File: config.mk
export PLATFORM = sky130hd
export DESIGN_NAME = fsr_ctrl
export DESIGN_NICKNAME = d
export VERILOG_FILES = /design/src/logic/fsr_pkg.sv /design/src/logic/fsr_sel_if.sv /design/src/logic/fsr_ctrl.sv /design/src/logic/fsr_freq_table.sv
export SDC_FILE = /design/constraint.sdc
export NUM_CORES = 1
export LEC_CHECK = 0
export ABC_CLOCK_PERIOD_IN_PS = 105100
export BUFFER_PORTS_ARGS = -buffer_cell sky130_fd_sc_hd__buf_4
export CAP_MARGIN = 20
export CORE_UTILIZATION = 59
export DETAILED_ROUTE_END_ITERATION = 10
export GPL_TIMING_DRIVEN = 0
export PLACE_DENSITY = 0.78
export SLEW_MARGIN = 0
export SYNTH_ARGS = -nofsm -noshare
export SYNTH_HDL_FRONTEND = slang
export SYNTH_SLANG_ARGS = --single-unit
export TNS_END_PERCENT = 30
File: constraint.sdc
create_clock -name clk -period 105.1 [get_ports clk]
set_input_delay 21.02 -clock clk [delete_from_list [all_inputs] [get_ports clk]]
set_output_delay 21.02 -clock clk [all_outputs]
set_load 0.01 [all_outputs]
File: src/logic/fsr_pkg.sv
// Constants and types for the frequency select and recovery control block
`default_nettype none
package fsr_pkg;
    // Control byte indices
    localparam logic [7:0] WD_CTRL_IDX = 8'h09;
    localparam logic [7:0] SEL_CTRL_IDX = 8'h0a;
    localparam logic [7:0] REC_N_IDX = 8'h0b;
    localparam logic [7:0] REC_M_IDX = 8'h0c;
    localparam logic [7:0] PROG_N_IDX = 8'h0d;
    localparam logic [7:0] PROG_M_IDX = 8'h0e;
    localparam logic [7:0] RSVD_A_IDX = 8'h0f;
    localparam logic [7:0] RSVD_B_IDX = 8'h10;
    localparam logic [7:0] RSVD_C_IDX = 8'h11;

    // Field positions
    localparam int WD_ARM_BIT = 0;
    localparam int WD_STATUS_BIT = 1;
    localparam int OVERRIDE_BIT = 5;
    localparam int PROG_EN_BIT = 7;
    localparam int REC_SEL_BIT = 7;

    // Reset values
    localparam logic [7:0] RSVD_A_RESET = 8'h03;
    localparam logic [7:0] RSVD_B_RESET = 8'h00;
    localparam logic RSVD_C_RESET = 1'b0;

    // Gear constants in units of 10 Hz
    localparam logic [31:0] GEAR1_10HZ = 32'h0030_d5ee;
    localparam logic [31:0] GEAR2_10HZ = 32'h0049_40e5;
    localparam logic [31:0] GEAR3_10HZ = 32'h0061_abdc;
    localparam logic [31:0] GEAR4_10HZ = 32'h0092_81ca;
    localparam logic [31:0] NM_OFFSET = 32'h0000_0003;
    localparam logic [31:0] TABLE_TO_10HZ = 32'h0000_2710;

    // CPU frequency limits, 10 Hz units (50 MHz and 248 MHz)
    localparam logic [31:0] CPU_MIN_10HZ = 32'h004c_4b40;
    localparam logic [31:0] CPU_MAX_10HZ = 32'h017a_6b00;

    // Timing
    localparam int CLK_PERIOD_NS = 100;
    localparam int SYS_RESET_NS = 2000;
    localparam int SYS_RESET_CYC = (SYS_RESET_NS + CLK_PERIOD_NS - 1) / CLK_PERIOD_NS;
    localparam int STRAP_SETTLE_CYC = 3;

    typedef enum logic [1:0] {FSR_G1, FSR_G2, FSR_G3, FSR_G4} fsr_gear_t;
endpackage : fsr_pkg
`default_nettype wire

File: src/logic/fsr_sel_if.sv
// Code to frequency set lookup between control and table modules
`default_nettype none
interface fsr_sel_if;
    import fsr_pkg::*;
    logic [4:0] code;
    fsr_gear_t gear;
    logic [11:0] cpu;
    logic [11:0] sdram;
    logic [11:0] mhz66;
    logic [11:0] pci;
    logic [11:0] apic;
    modport req (output code, input gear, cpu, sdram, mhz66, pci, apic);
    modport tbl (input code, output gear, cpu, sdram, mhz66, pci, apic);
endinterface : fsr_sel_if
`default_nettype wire

File: src/logic/fsr_ctrl.sv
// Frequency source selection, programmable N/M and watchdog recovery control
`default_nettype none
module fsr_ctrl
    import fsr_pkg::*;
(
    input wire logic clk, // 10 MHz clock
    input wire logic arst_n, // Asynchronous reset
    input wire logic [4:0] strap_freq_code, // Strap pins
    input wire logic wd_timeout, // Watchdog expiry pulse
    input wire logic ctl_wr, // Control byte write strobe
    input wire logic ctl_rd, // Control byte read strobe
    input wire logic [7:0] ctl_idx, // Control byte index
    input wire logic [7:0] ctl_wdata, // Control byte write data
    output logic [7:0] ctl_rdata, // Read data, valid after ctl_rd
    output logic watchdog_arm, // Watchdog enable level
    output logic recovery_active, // Locked in recovery mode
    output logic sys_reset_n, // System reset pulse
    output logic freq_load, // New frequency load pulse
    output logic [4:0] freq_code, // Code for ratios and gear
    output logic use_nm, // CPU from N/M rather than table
    output logic [1:0] gear_sel, // Gear index
    output logic [31:0] cpu_freq_10hz, // CPU frequency, 10 Hz units
    output logic [11:0] sdram_freq, // SDRAM, 100 kHz units
    output logic [11:0] sixty_six_mhz_clock_freq, // 66 MHz group, 100 kHz units
    output logic [11:0] pci_freq, // PCI, 100 kHz units
    output logic [11:0] apic_freq, // APIC, 100 kHz units
    output logic cpu_out_of_range // CPU outside 50 to 248 MHz
);
    localparam logic [4:0] RST_CNT_LOAD = 5'(SYS_RESET_CYC);
    localparam logic [1:0] STRAP_CNT_END = 2'(STRAP_SETTLE_CYC);

    function automatic logic [31:0] gear_const(input fsr_gear_t g);
        unique case (g)
            FSR_G1: gear_const = GEAR1_10HZ;
            FSR_G2: gear_const = GEAR2_10HZ;
            FSR_G3: gear_const = GEAR3_10HZ;
            FSR_G4: gear_const = GEAR4_10HZ;
        endcase
    endfunction : gear_const

    function automatic logic [31:0] nm_freq(input fsr_gear_t g, input logic [7:0] n, input logic [6:0] m);
        logic [31:0] num;
        logic [31:0] den;
        num = gear_const(g) * (32'(n) + NM_OFFSET);
        den = 32'(m) + NM_OFFSET;
        nm_freq = num / den;
    endfunction : nm_freq

    fsr_sel_if sel ();

    fsr_freq_table u_table (
        .sel(sel.tbl)
    );

    // Strap capture
    logic [4:0] strap_s1_q, strap_s2_q, strap_q, strap_d;
    logic [1:0] strap_cnt_q, strap_cnt_d;
    logic strap_done_q, strap_done_d;

    always_comb begin
        strap_cnt_d = strap_cnt_q;
        strap_done_d = strap_done_q;
        strap_d = strap_q;
        if (!strap_done_q) begin
            // Wait for the synchroniser to fill before taking the pins
            if (strap_cnt_q == STRAP_CNT_END) begin
                strap_d = strap_s2_q;
                strap_done_d = 1'b1;
            end else begin
                strap_cnt_d = strap_cnt_q + 2'h1;
            end
        end
    end

    always_ff @(posedge clk or negedge arst_n) begin
        if (!arst_n) begin
            strap_s1_q <= 5'h00;
            strap_s2_q <= 5'h00;
            strap_q <= 5'h00;
            strap_cnt_q <= 2'h0;
            strap_done_q <= 1'b0;
        end else begin
            strap_s1_q <= strap_freq_code;
            strap_s2_q <= strap_s1_q;
            strap_q <= strap_d;
            strap_cnt_q <= strap_cnt_d;
            strap_done_q <= strap_done_d;
        end
    end

    // Control bytes and watchdog lock
    logic [4:0] sw_code_q, sw_code_d;
    logic override_q, override_d;
    logic prog_en_q, prog_en_d;
    logic [7:0] prog_n_q, prog_n_d, rec_n_q, rec_n_d;
    logic [6:0] prog_m_q, prog_m_d, rec_m_q, rec_m_d;
    logic rec_sel_q, rec_sel_d;
    logic [7:0] rsvd_a_q, rsvd_a_d, rsvd_b_q, rsvd_b_d;
    logic rsvd_c_q, rsvd_c_d;
    logic arm_q, arm_d, to_status_q, to_status_d, lock_q, lock_d;
    logic [4:0] rst_cnt_q, rst_cnt_d;
    logic load_q, load_d;
    logic [7:0] rdata_q, rdata_d;
    logic wr_ok;

    always_comb begin
        sw_code_d = sw_code_q;
        override_d = override_q;
        prog_en_d = prog_en_q;
        prog_n_d = prog_n_q;
        prog_m_d = prog_m_q;
        rec_n_d = rec_n_q;
        rec_m_d = rec_m_q;
        rec_sel_d = rec_sel_q;
        rsvd_a_d = rsvd_a_q;
        rsvd_b_d = rsvd_b_q;
        rsvd_c_d = rsvd_c_q;
        arm_d = arm_q;
        to_status_d = to_status_q;
        lock_d = lock_q;
        load_d = 1'b0;
        rst_cnt_d = (rst_cnt_q != 5'h00) ? rst_cnt_q - 5'h01 : rst_cnt_q;
        // Frequency bytes are frozen while locked in recovery
        wr_ok = ctl_wr && !lock_q;
        if (ctl_wr && ctl_idx == WD_CTRL_IDX) begin
            arm_d = ctl_wdata[WD_ARM_BIT];
            if (!ctl_wdata[WD_ARM_BIT]) begin
                lock_d = 1'b0;
            end
            if (ctl_wdata[WD_STATUS_BIT]) begin
                to_status_d = 1'b0;
            end
        end
        if (wr_ok && ctl_idx == SEL_CTRL_IDX) begin
            sw_code_d = ctl_wdata[4:0];
            override_d = ctl_wdata[OVERRIDE_BIT];
            load_d = 1'b1;
        end
        if (wr_ok && ctl_idx == PROG_N_IDX) begin
            prog_n_d = ctl_wdata;
            load_d = 1'b1;
        end
        if (wr_ok && ctl_idx == PROG_M_IDX) begin
            prog_m_d = ctl_wdata[6:0];
            prog_en_d = ctl_wdata[PROG_EN_BIT];
            load_d = 1'b1;
        end
        // Recovery values stay writable so software can retune the fallback
        if (ctl_wr && ctl_idx == REC_N_IDX) begin
            rec_n_d = ctl_wdata;
            load_d = lock_q;
        end
        if (ctl_wr && ctl_idx == REC_M_IDX) begin
            rec_m_d = ctl_wdata[6:0];
            rec_sel_d = ctl_wdata[REC_SEL_BIT];
            load_d = lock_q;
        end
        if (ctl_wr && ctl_idx == RSVD_A_IDX) begin
            rsvd_a_d = ctl_wdata;
        end
        if (ctl_wr && ctl_idx == RSVD_B_IDX) begin
            rsvd_b_d = ctl_wdata;
        end
        if (ctl_wr && ctl_idx == RSVD_C_IDX) begin
            rsvd_c_d = ctl_wdata[0];
        end
        // Time-out wins over a clear in the same cycle
        if (wd_timeout) begin
            to_status_d = 1'b1;
            lock_d = 1'b1;
            rst_cnt_d = RST_CNT_LOAD;
            load_d = 1'b1;
        end
    end

    always_comb begin
        rdata_d = rdata_q;
        if (ctl_rd) begin
            unique case (ctl_idx)
                WD_CTRL_IDX: rdata_d = {6'h00, to_status_q, arm_q};
                SEL_CTRL_IDX: rdata_d = {2'h0, override_q, sw_code_q};
                REC_N_IDX: rdata_d = rec_n_q;
                REC_M_IDX: rdata_d = {rec_sel_q, rec_m_q};
                PROG_N_IDX: rdata_d = prog_n_q;
                PROG_M_IDX: rdata_d = {prog_en_q, prog_m_q};
                RSVD_A_IDX: rdata_d = rsvd_a_q;
                RSVD_B_IDX: rdata_d = rsvd_b_q;
                RSVD_C_IDX: rdata_d = {7'h00, rsvd_c_q};
                default: rdata_d = 8'h00;
            endcase
        end
    end

    always_ff @(posedge clk or negedge arst_n) begin
        if (!arst_n) begin
            sw_code_q <= 5'h00;
            override_q <= 1'b0;
            prog_en_q <= 1'b0;
            prog_n_q <= 8'h00;
            prog_m_q <= 7'h00;
            rec_n_q <= 8'h00;
            rec_m_q <= 7'h00;
            rec_sel_q <= 1'b0;
            rsvd_a_q <= RSVD_A_RESET;
            rsvd_b_q <= RSVD_B_RESET;
            rsvd_c_q <= RSVD_C_RESET;
            arm_q <= 1'b0;
            to_status_q <= 1'b0;
            lock_q <= 1'b0;
            rst_cnt_q <= 5'h00;
            load_q <= 1'b0;
            rdata_q <= 8'h00;
        end else begin
            sw_code_q <= sw_code_d;
            override_q <= override_d;
            prog_en_q <= prog_en_d;
            prog_n_q <= prog_n_d;
            prog_m_q <= prog_m_d;
            rec_n_q <= rec_n_d;
            rec_m_q <= rec_m_d;
            rec_sel_q <= rec_sel_d;
            rsvd_a_q <= rsvd_a_d;
            rsvd_b_q <= rsvd_b_d;
            rsvd_c_q <= rsvd_c_d;
            arm_q <= arm_d;
            to_status_q <= to_status_d;
            lock_q <= lock_d;
            rst_cnt_q <= rst_cnt_d;
            load_q <= load_d;
            rdata_q <= rdata_d;
        end
    end

    // Frequency source selection
    logic [4:0] ratio_code;
    logic nm_sel;
    logic [7:0] n_sel;
    logic [6:0] m_sel;
    logic [31:0] cpu_d, cpu_q;
    logic [4:0] code_q;
    logic nm_q;
    logic [1:0] gear_q;
    logic [11:0] sdram_q, mhz66_q, pci_q, apic_q;
    logic range_d, range_q;

    always_comb begin
        ratio_code = override_q ? sw_code_q : strap_q;
        nm_sel = 1'b0;
        n_sel = prog_n_q;
        m_sel = prog_m_q;
        if (lock_q) begin
            if (rec_sel_q) begin
                nm_sel = 1'b1;
                n_sel = rec_n_q;
                m_sel = rec_m_q;
            end else begin
                ratio_code = strap_q;
            end
        end else begin
            nm_sel = prog_en_q;
        end
        sel.code = ratio_code;
        cpu_d = nm_sel ? nm_freq(sel.gear, n_sel, m_sel) : 32'(sel.cpu) * TABLE_TO_10HZ;
        range_d = (cpu_d < CPU_MIN_10HZ) || (cpu_d > CPU_MAX_10HZ);
    end

    always_ff @(posedge clk or negedge arst_n) begin
        if (!arst_n) begin
            code_q <= 5'h00;
            nm_q <= 1'b0;
            gear_q <= 2'h0;
            cpu_q <= 32'h0000_0000;
            sdram_q <= 12'h000;
            mhz66_q <= 12'h000;
            pci_q <= 12'h000;
            apic_q <= 12'h000;
            range_q <= 1'b0;
        end else begin
            code_q <= ratio_code;
            nm_q <= nm_sel;
            gear_q <= sel.gear;
            cpu_q <= cpu_d;
            sdram_q <= sel.sdram;
            mhz66_q <= sel.mhz66;
            pci_q <= sel.pci;
            apic_q <= sel.apic;
            range_q <= range_d;
        end
    end

    assign ctl_rdata = rdata_q;
    assign watchdog_arm = arm_q;
    assign recovery_active = lock_q;
    assign sys_reset_n = (rst_cnt_q == 5'h00);
    assign freq_load = load_q;
    assign freq_code = code_q;
    assign use_nm = nm_q;
    assign gear_sel = gear_q;
    assign cpu_freq_10hz = cpu_q;
    assign sdram_freq = sdram_q;
    assign sixty_six_mhz_clock_freq = mhz66_q;
    assign pci_freq = pci_q;
    assign apic_freq = apic_q;
    assign cpu_out_of_range = range_q;
endmodule : fsr_ctrl
`default_nettype wire

File: src/logic/fsr_freq_table.sv
// Selection code to output frequency set, 100 kHz units
`default_nettype none
module fsr_freq_table
    import fsr_pkg::*;
(
    fsr_sel_if.tbl sel // Code in, frequency set out
);
    function automatic logic [61:0] row(input logic [4:0] c);
        unique case (c)
            5'h00: row = {FSR_G1, 12'd666, 12'd1000, 12'd666, 12'd333, 12'd166};
            5'h01: row = {FSR_G2, 12'd1200, 12'd1200, 12'd800, 12'd400, 12'd200};
            5'h02: row = {FSR_G1, 12'd668, 12'd1002, 12'd668, 12'd334, 12'd167};
            5'h03: row = {FSR_G1, 12'd683, 12'd1025, 12'd683, 12'd342, 12'd171};
            5'h04: row = {FSR_G1, 12'd700, 12'd1050, 12'd700, 12'd350, 12'd175};
            5'h05: row = {FSR_G1, 12'd750, 12'd1125, 12'd750, 12'd375, 12'd188};
            5'h06: row = {FSR_G1, 12'd800, 12'd1200, 12'd800, 12'd400, 12'd200};
            5'h07: row = {FSR_G1, 12'd830, 12'd1245, 12'd830, 12'd415, 12'd208};
            5'h08: row = {FSR_G2, 12'd1000, 12'd1000, 12'd666, 12'd333, 12'd166};
            5'h09: row = {FSR_G2, 12'd1240, 12'd1240, 12'd826, 12'd413, 12'd206};
            5'h0a: row = {FSR_G2, 12'd1002, 12'd1002, 12'd668, 12'd334, 12'd167};
            5'h0b: row = {FSR_G2, 12'd1030, 12'd1030, 12'd689, 12'd343, 12'd172};
            5'h0c: row = {FSR_G2, 12'd1050, 12'd1050, 12'd700, 12'd350, 12'd175};
            5'h0d: row = {FSR_G2, 12'd1100, 12'd1100, 12'd733, 12'd367, 12'd183};
            5'h0e: row = {FSR_G2, 12'd1150, 12'd1150, 12'd766, 12'd383, 12'd191};
            5'h0f: row = {FSR_G4, 12'd2000, 12'd2000, 12'd666, 12'd333, 12'd166};
            5'h10: row = {FSR_G3, 12'd1333, 12'd1333, 12'd666, 12'd333, 12'd166};
            5'h11: row = {FSR_G3, 12'd1666, 12'd1666, 12'd833, 12'd416, 12'd208};
            5'h12: row = {FSR_G3, 12'd1336, 12'd1336, 12'd668, 12'd334, 12'd167};
            5'h13: row = {FSR_G3, 12'd1370, 12'd1370, 12'd685, 12'd343, 12'd171};
            5'h14: row = {FSR_G3, 12'd1400, 12'd1400, 12'd700, 12'd350, 12'd175};
            5'h15: row = {FSR_G3, 12'd1450, 12'd1450, 12'd725, 12'd362, 12'd181};
            5'h16: row = {FSR_G3, 12'd1500, 12'd1500, 12'd750, 12'd375, 12'd187};
            5'h17: row = {FSR_G3, 12'd1600, 12'd1600, 12'd800, 12'd400, 12'd200};
            5'h18: row = {FSR_G3, 12'd1333, 12'd1000, 12'd666, 12'd333, 12'd166};
            5'h19: row = {FSR_G3, 12'd1666, 12'd1250, 12'd833, 12'd417, 12'd208};
            5'h1a: row = {FSR_G3, 12'd1336, 12'd1002, 12'd668, 12'd334, 12'd167};
            5'h1b: row = {FSR_G3, 12'd1370, 12'd1028, 12'd685, 12'd343, 12'd171};
            5'h1c: row = {FSR_G1, 12'd666, 12'd1000, 12'd666, 12'd333, 12'd166};
            5'h1d: row = {FSR_G2, 12'd1000, 12'd1000, 12'd666, 12'd333, 12'd166};
            5'h1e: row = {FSR_G3, 12'd1333, 12'd1333, 12'd666, 12'd333, 12'd166};
            5'h1f: row = {FSR_G3, 12'd1333, 12'd1000, 12'd666, 12'd333, 12'd166};
        endcase
    endfunction : row

    logic [1:0] gear_bits;

    // Enum field cannot take raw bits, so unpack then cast
    always_comb begin
        {gear_bits, sel.cpu, sel.sdram, sel.mhz66, sel.pci, sel.apic} = row(sel.code);
        sel.gear = fsr_gear_t'(gear_bits);
    end
endmodule : fsr_freq_table
`default_nettype wire

=== Word level (Yosys, flattened, before mapping) ===
Memory sizes are Yosys's and may differ from the RTL's.
Cells that the tools add are included.

* Logic and storage cells: 107
* Memories kept: 1
* Register bits: 179
* ROM bits: 1536
* Input bits: 26
* Output and inout bits: 101

* Eq/ne operators: 14
* Multiply operators: 2
* Div/mod/pow operators: 1
* Multiplexer cells: 28
* Bitwise gates (word level): 2
* Order comparisons: 2
* $add $sub $neg: 4
* Reductions and logical operators: 22

{| class="wikitable"
|+ Memory list
! name !! depth !! width !! rd ports !! clocked after Yosys merged registers in !! write ports !! line !! text
|-
| (no name shown) || 32 || 48 || 1 || 0 || 0 || fsr_freq_table.sv:9 || <nowiki>unique case (c)</nowiki>
|}

{| class="wikitable"
|+ Operators by type and width
! operator !! number
|-
| $pmux 32 s4 || 1
|-
| $pmux 8 s9 || 1
|-
| $eq 8x4->1 const B || 7
|-
| $div 32x32->32 || 1
|-
| $gt 32x25->1 const B || 1
|-
| $lt 32x23->1 const B || 1
|-
| $mul 32x9->32 || 1
|-
| $mux 32 || 1
|-
| $mux 5 || 5
|-
| $mul 12x10->22 const B || 1
|-
| $eq 8x5->1 const B || 2
|-
| $mux 1 || 16
|-
| $mux 8 || 2
|-
| $mux 7 || 2
|-
| $logic_and 1x1->1 || 10
|-
| $add 8x2->9 const B || 1
|-
| $add 7x2->8 const B || 1
|-
| $reduce_and 2->1 || 4
|-
| $eq 2x2->1 const B || 3
|-
| $reduce_bool 2->1 || 3
|-
| $logic_not 5->1 || 1
|-
| $reduce_bool 5->1 || 1
|-
| $sub 5x1->5 const B || 1
|-
| $add 2x1->2 const B || 1
|-
| 6 further kinds || 7
|}

=== Depth between registers and ports, before layout ===
Gate-level depths: netlist of the first run.
An unclocked memory read counts as a cell.

* Word-level depth: 11
* Depth in mapped cells: 479
* Depth with buffers taken out: 440

=== Cells and area by module ===
From an unflattened synthesis of the first run, not the netlist that was laid out.

* Cell total of the unflattened synthesis: 4551
* Area total of the unflattened synthesis: 35932.0 µm²

{| class="wikitable"
|+ By module, submodules not included
! module !! cells each !! seq. area each (µm²) !! instances !! area each (µm²)
|-
| fsr_ctrl || 4270 || 4481.8 || 1 || 34172.8
|-
| fsr_freq_table || 281 || 0.0 || 1 || 1759.2
|}

=== Worst setup path after synthesis of the first run ===
Ideal clock, no wire load.

* Path kind: in2reg
* From: in ctl_idx[5]
* To: reg rec_n_q[0]
* Buffers on the path: 1
* Stages: 6
* Setup slack: 82.152 ns
* Library setup time: 0.125 ns
* Data arrival time: 22.824 ns
* Data required time: 104.975 ns
* Path through: nor3_1 nor4bb_1 and3_1 clkbuf_1 nand2_1 mux2_2

* Longest elaborated chain between the ends: 2

{| class="wikitable"
|+ Ends and longest elaborated chain
! element !! line !! text
|-
| start: declaration || fsr_ctrl.sv:12 || <nowiki>input wire logic [7:0] ctl_idx,</nowiki>
|-
| $eq 8x4->1 || fsr_ctrl.sv:149 || <nowiki>if (ctl_wr && ctl_idx == REC_N_IDX) begin</nowiki>
|-
| $logic_and 1x1->1 || fsr_ctrl.sv:149 ||
|-
| end signal: assignment || fsr_ctrl.sv:219 || <nowiki>rec_n_q <= rec_n_d;</nowiki>
|-
| end: declaration || fsr_ctrl.sv:95 || <nowiki>logic [7:0] prog_n_q, prog_n_d, rec_n_q, rec_n_d;</nowiki>
|}

Every way passes these cells.
A chain may end at the register's enable or synchronous reset.

==> results of run 1 <==
==> cells by family (layout without fill, tap and decap cells) <==
logic type,after synthesis,after routing,synth area share
compound gates,1188,1188,0.244
xor+xnor,201,201,0.0514
fa+ha+maj,532,532,0.227
buf+inv,502,701,0.0589
flops,161,161,0.117
mux,199,199,0.0644
other cells,2,11,0.000217
simple gates,1622,1622,0.237
==> sequential cells by signal, summed over array words and instances (netlist names), 7 cells and up <==
| register | count |
|---|---|
| cpu_freq_10hz | 32 |
| rec_n_q | 8 |
| apic_freq | 8 |
| sixty_six_mhz_clock_freq | 7 |
| rec_m_q | 7 |
| rsvd_b_q | 8 |
| prog_n_q | 8 |
| prog_m_q | 7 |
| ctl_rdata | 8 |
| rsvd_a_q | 8 |
| sdram_freq | 11 |
==> cell usage in the layout (no fill, tap or decap), types with 61 or more instances in the layout <==
| cell type | Yosys | final |
|---|---|---|
| o31ai_1 | 70 | 69 |
| nor2_1 | 409 | 400 |
| xor2_1 | 74 | 73 |
| o21a_1 | 157 | 157 |
| nand2_1 | 381 | 378 |
| a21oi_1 | 251 | 244 |
| xnor2_1 | 125 | 122 |
| dfrtp_1 | 159 | 158 |
| fa_1 | 159 | 159 |
| nor3_1 | 220 | 219 |
| nand4_1 | 61 | 61 |
| mux2_2 | 121 | 121 |
| o21ai_0 | 152 | 150 |
| and2_1 | 66 | 64 |
| nand3_1 | 100 | 96 |
| buf_4 | 26 | 182 |
| a21o_1 | 69 | 68 |
| ha_1 | 371 | 370 |
| inv_1 | 356 | 355 |
==> metrics by stage <==
stage	setup TNS (ps)	setup slack [ps]	area, um^2	hold WS [ps]
finish	0	6910	38000	355
global route	-543	-284	38000	359
CTS	0	85.8	37300	351
detailed placement	-818	-424	36700	337
global placement	-774	-405	36400	334
floorplan	0	15850	34600	331
==> per-layer routing <==
| metal | up-vias | routed length (um) |
|---|---|---|
| li1 | 16483 | - |
| met1 | 16498 | 45800 |
| met2 | 1368 | 46200 |
| met3 | 197 | 7990 |
| met4 | 2 | 3110 |
| met5 | - | 8 |
==> area by class of cell <==
type	instances	area, um^2
inverters	358	1350
fillers	5122	19800
repair buffers	172	1430
flip-flops and latches	161	4030
plain buffers	139	701
clock inverters	15	199
well taps	765	957
clock buffers	17	425
multi-input cells	3753	28900
==> worst max-delay path by stage <==
stage | startpoint | endpoint | slack (ps)
after detailed placement | recovery_active$_DFFE_PN0P_ | cpu_out_of_range$_DFF_PN0_ | -420
after floorplan | recovery_active$_DFFE_PN0P_ | cpu_freq_10hz[0]$_DFF_PN0_ | 15850
final | recovery_active$_DFFE_PN0P_ | cpu_out_of_range$_DFF_PN0_ | 6910
after global routing | recovery_active$_DFFE_PN0P_ | cpu_freq_10hz[0]$_DFF_PN0_ | -280
after CTS | recovery_active$_DFFE_PN0P_ | cpu_out_of_range$_DFF_PN0_ | 90
after global placement | recovery_active$_DFFE_PN0P_ | cpu_out_of_range$_DFF_PN0_ | -410
==> synth_stat cells (11+ instances only) <==
cell       number  area (um^2)
a211oi_1       36          270
or2_2          44          275
a31oi_1        51          319
mux2i_1        65          651
xnor2_1       125         1090
o31ai_1        70          526
o21a_1        157         1180
fa_1          159         3180
a22oi_1        23          173
buf_2          20          100
mux2_2        121         1360
o211a_1        11          110
nand3_1       100          500
and3_1         39          244
a21boi_0       16          120
or3_1          53          332
ha_1          371         4640
dfrtp_1       159         3980
nor2b_1        39          244
a2111oi_0      15          131
nor2_1        409         1540
nor4_1         31          194
inv_1         356         1340
a41oi_1        14          123
xor2_1         74          648
nand4_1        61          382
and4_1         15          131
o31a_1         17          149
buf_4          26          195
clkbuf_1       77          289
buf_1          17         63.8
o22ai_1        20          125
a21o_1         69          518
o2111ai_1      13          114
o21bai_1       30          225
nand2_1       381         1430
o21ai_0       152          761
o211ai_1       30          225
nor3_1        220         1100
a21oi_1       251         1260
nand2b_1       48          300
o21ai_1        25          125
nor3b_1        13         97.6
and2_1         66          413
==> timing repair <==
action / 4_1_cts / 5_1_grt
endpoints found under the setup margin: 2 / 4
hold buffers: 0 / 0
setup buffers: 0 / 41
pin swaps: 0 / 12
resized for setup: 10 / 110
==> worst max-delay path: cells and delay by family, from the launching register on <==
| family | cells | cell delay (ps) |
|---|---|---|
| compound gates | 222 | 46120 |
| simple gates | 131 | 26030 |
| fa+ha+maj | 39 | 12360 |
| buf+inv | 57 | 10980 |
| mux | 6 | 1790 |
| flops | 1 | 480 |
==> flow_metrics.py, run 1 <==
metrics = {
    "drt": {
        "totalWireLength_um": 103000,
        "drc": 0,
        "ant_nets": 0,
        "wl_per_cell_um": 19.2,
        "vias": 34548,
        "drt_iter0_drc": 2782,
        "avgViaCountPerCell": 6.42,
        "dr.pass1.iters": 6,
    },
    "global_routing": {
        "overflow": 0,
        "grtUsageTotal": 0.339,
        "gr-usage-met1": 0.475,
        "grt_pass1_wl_um": 166000,
        "antenna_found_initial": 1,
        "use_met2": 0.540,
        "grt_max_degree": 92,
        "busiest_layer": "met2",
        "grt_pass1_vias": 32118,
        "use_met3": 0.0393,
    },
    "critical_path": {
        "path_max_fanout": 19,
        "crit_type": "reg2reg",
        "critPathLaunchType": "register",
        "cp_slowest_cell": "fa_1",
        "r2r_cells": 455,
        "r2r-end": "cpu_out_of_range$_DFF_PN0_",
        "worstSetupEndpointType": "register",
        "r2r-start": "recovery_active$_DFFE_PN0P_",
        "crit_path_frequent_cell": "o21a_1",
        "cp.arrival_ps": 98530,
        "r2r_slack_ps": 6910,
        "required_ps": 105440,
        "cp_slowest_stage_delay_ps": 560,
    },
    "placement": {
        "dpl.hpwl_um": 83300,
        "port_buffers": 111,
        "gp_congestion": 0.989,
        "dp_cells": 5310,
    },
    "synth": {
        "ys_types": 144,
        "synthesis.area_per_instance_um2": 7.84,
        "synthFlopType": "dfrtp_1",
        "synth_cells": 4407,
        "syn_area_um2": 34500,
        "ys_async_sr_fraction": 1.00,
        "synth_enable_flop_cells": 0,
        "yosysWarnings": 0,
        "ys_seq_area_frac": 0.117,
        "yosys_register_bits": 161,
    },
    "finish": {
        "drive_above_1_share": 0.133,
        "fin_cells": 5380,
        "final_util": 0.657,
        "nNetsFinal": 5158,
        "syn_to_final_growth_pct": 9.94,
        "diodes": 0,
    },
    "clock_tree": {
        "clock_sinks": 161,
        "cts_inserted_buffers": 17,
        "cts_max_level": 4,
        "clock_latency_ps": 460,
        "cts_tree": "done",
        "cts-root-buf": "clkbuf_16",
        "clk_path_buf_depth": 2,
        "clk_pin_slew_worst_paths_ps": 80,
    },
    "die": {
        "coreArea_um2": 57800,
        "rows": 88,
        "die_y_um": 244,
        "io_pins": 127,
        "die_x_um": 244,
        "start_util": 0.597,
        "die_area_um2": 59500,
    },
    "flow_run": {
        "maxCapViolations": 0,
    },
    "timing": {
        "maxSlewHeadroom": 0.184,
        "finalCritPeriodShare": 0.934,
        "report.final.slew_viol_count": 0,
        "period_minus_slack_ps": 98190,
        "timing.fmax_ghz": 0.0102,
        "max_slew.worst_pin.slew_ps": 1210,
        "skew_ps": 21.8,
        "hold_viol": 0,
        "setup_viol": 0,
    },
    "worst_hold_path": {
        "whs_path_depth": 0,
        "holdCritPathClass": "reg2reg",
        "whs_endpoint": "strap_s2_q[3]$_DFF_PN0_",
        "holdCritStartpoint": "strap_s1_q[3]$_DFF_PN0_",
    },
    "run_status": {
        "status": "completed",
    },
}
Power of run 1 is not shown: default switching activity piles up to over one toggle a cycle in this logic, so the estimate is an artifact.
==> inputs of run 2 (changes only) <==
ABC_CLOCK_PERIOD_IN_PS = 118900   (was 105100)
clock period = 118.9 ns   (was 105.1 ns; I/O delays follow)
==> run 2 against run 1 <==
Net effect: fmax is 8.4% lower; flip-flop and latch count is the same; critical path depth decreased by 7; final area down 1.7%; worst setup slack better by 4800 ps; routed wire length decreased by 0.59%; final cell count is 0.65% lower; die area stayed put; global-route usage barely moved; largest cell class unchanged.
==> flow_metrics.py, run 2 (synthesized netlist as in run 1, its figures left out) <==
metrics = {
    "run_status": {
        "status": "completed",
    },
    "worst_hold_path": {
        "holdCritPathClass": "reg2reg",
    },
    "critical_path": {
        "cp_slowest_cell": "mux2i_1",
        "required_ps": 119240,
        "cp_slowest_stage_delay_ps": 750,
        "crit_family": "compound AO/OA/AOI/OAI gates",
        "worstSetupEndpointType": "register",
        "path_max_fanout": 16,
        "crit_path_frequent_cell": "o21a_1",
        "path_buf_inv": 56,
        "cp.arrival_ps": 107490,
        "critPathLaunchType": "register",
        "crit_type": "reg2reg",
    },
    "timing": {
        "setup_viol": 0,
        "hold_viol": 0,
        "fin_setup_tns_ps": 0,
        "max_slew.worst_pin.slew_ps": 1100,
        "skew_ps": 20.6,
        "period_minus_slack_ps": 107140,
        "rsz0062_at_grt": "false",
        "maxSlewHeadroom": 0.256,
        "report.final.slew_viol_count": 0,
        "timing.fmax_ghz": 0.00933,
        "finalCritPeriodShare": 0.901,
    },
    "die": {
        "start_util": 0.597,
        "die_y_um": 244,
        "io_pins": 127,
        "die_x_um": 244,
        "coreArea_um2": 57800,
        "rows": 88,
        "die_area_um2": 59500,
    },
    "clock_tree": {
        "cts_tree": "done",
        "clock_latency_ps": 470,
        "cts_setup_buffers": 0,
        "cts_inserted_buffers": 17,
        "cts-root-buf": "clkbuf_16",
        "clk_pin_slew_worst_paths_ps": 80,
        "clk_path_buf_depth": 2,
        "cts_hold_buf": 0,
        "cts_max_level": 4,
        "postCtsResizedCells": 0,
        "clock_sinks": 161,
    },
    "drt": {
        "totalWireLength_um": 102000,
        "wl_per_cell_um": 19.2,
        "ant_nets": 0,
        "drc": 0,
        "avgViaCountPerCell": 6.41,
        "drt_iter0_drc": 2795,
        "dr.pass1.iters": 6,
        "vias": 34287,
    },
    "finish": {
        "syn_to_final_growth_pct": 8.12,
        "diodes": 0,
        "drive_above_1_share": 0.110,
        "mostFrequentLayoutCells": "nor2_1, nand2_1, ha_1",
        "final_common_cell": "nor2_1",
        "largest_reg_flops": 32,
        "nNetsFinal": 5123,
    },
    "global_routing": {
        "grt_max_degree": 92,
        "grt_pass1_wl_um": 166000,
        "overflow": 0,
        "grt_pass1_vias": 32127,
        "antenna_found_initial": 1,
        "grtUsageTotal": 0.340,
    },
    "placement": {
        "dpl.hpwl_um": 83300,
        "port_buffers": 111,
        "gp_congestion": 0.989,
    },
    "flow_run": {
        "maxCapViolations": 0,
    },
}
[run 2: per-layer routing]
metal	vias up	wire [um]	track usage
li1	16406	-	-
met1	16292	45600	0.475
met2	1382	45700	0.542
met3	205	8100	0.0411
met4	2	3080	0.111
met5	-	14	0
[run 2: per-stage QoR]
step	utilization	instances	hold slack, ps	cell area [um^2]	setup slack, ps
global route	0.646	5345	359	37300	2920
finish	0.646	5345	354	37300	11760
floorplan	-	4416	331	34600	29650
CTS	0.645	5342	351	37300	12840
global placement	0.629	5292	334	36400	13390
detailed placement	0.635	5310	337	36700	13380
[run 2: final cells by class]
| cell class | instances | area (um^2) |
|---|---|---|
| plain buffers | 144 | 689 |
| clock buffers | 17 | 425 |
| clock inverters | 15 | 199 |
| fillers | 5191 | 20500 |
| inverters | 358 | 1340 |
| multi-input cells | 3753 | 28500 |
| flip-flops and latches | 161 | 4030 |
| well taps | 765 | 957 |
| repair buffers | 132 | 1140 |
[run 2: worst paths after layout]
kind	startpoint	endpoint	slack, ps	depth (start not counted)
worst max-delay path	recovery_active$_DFFE_PN0P_	cpu_out_of_range$_DFF_PN0_	11760	448
worst min-delay path	strap_s1_q[3]$_DFF_PN0_	strap_s2_q[3]$_DFF_PN0_	350	0
worst max register to register	recovery_active$_DFFE_PN0P_	cpu_out_of_range$_DFF_PN0_	11760	448
worst min register to register	strap_s1_q[3]$_DFF_PN0_	strap_s2_q[3]$_DFF_PN0_	350	0
max in group asynchronous	arst_n	cpu_freq_10hz[26]$_DFF_PN0_	94670	2
min in group asynchronous	arst_n	strap_s1_q[0]$_DFF_PN0_	23320	1
[run 2: worst reg2reg max path: cells and delay by family (launching register included)]
family / cells / cell delay [ps]
DFF: 1 / 570
AOI/OAI and AO/OA: 223 / 48580
and+or+nand+nor: 123 / 28780
buffers and inverters: 56 / 13330
muxes: 7 / 2990
adders and majority gates: 39 / 12700
Power of run 2 is left out for the same reason.
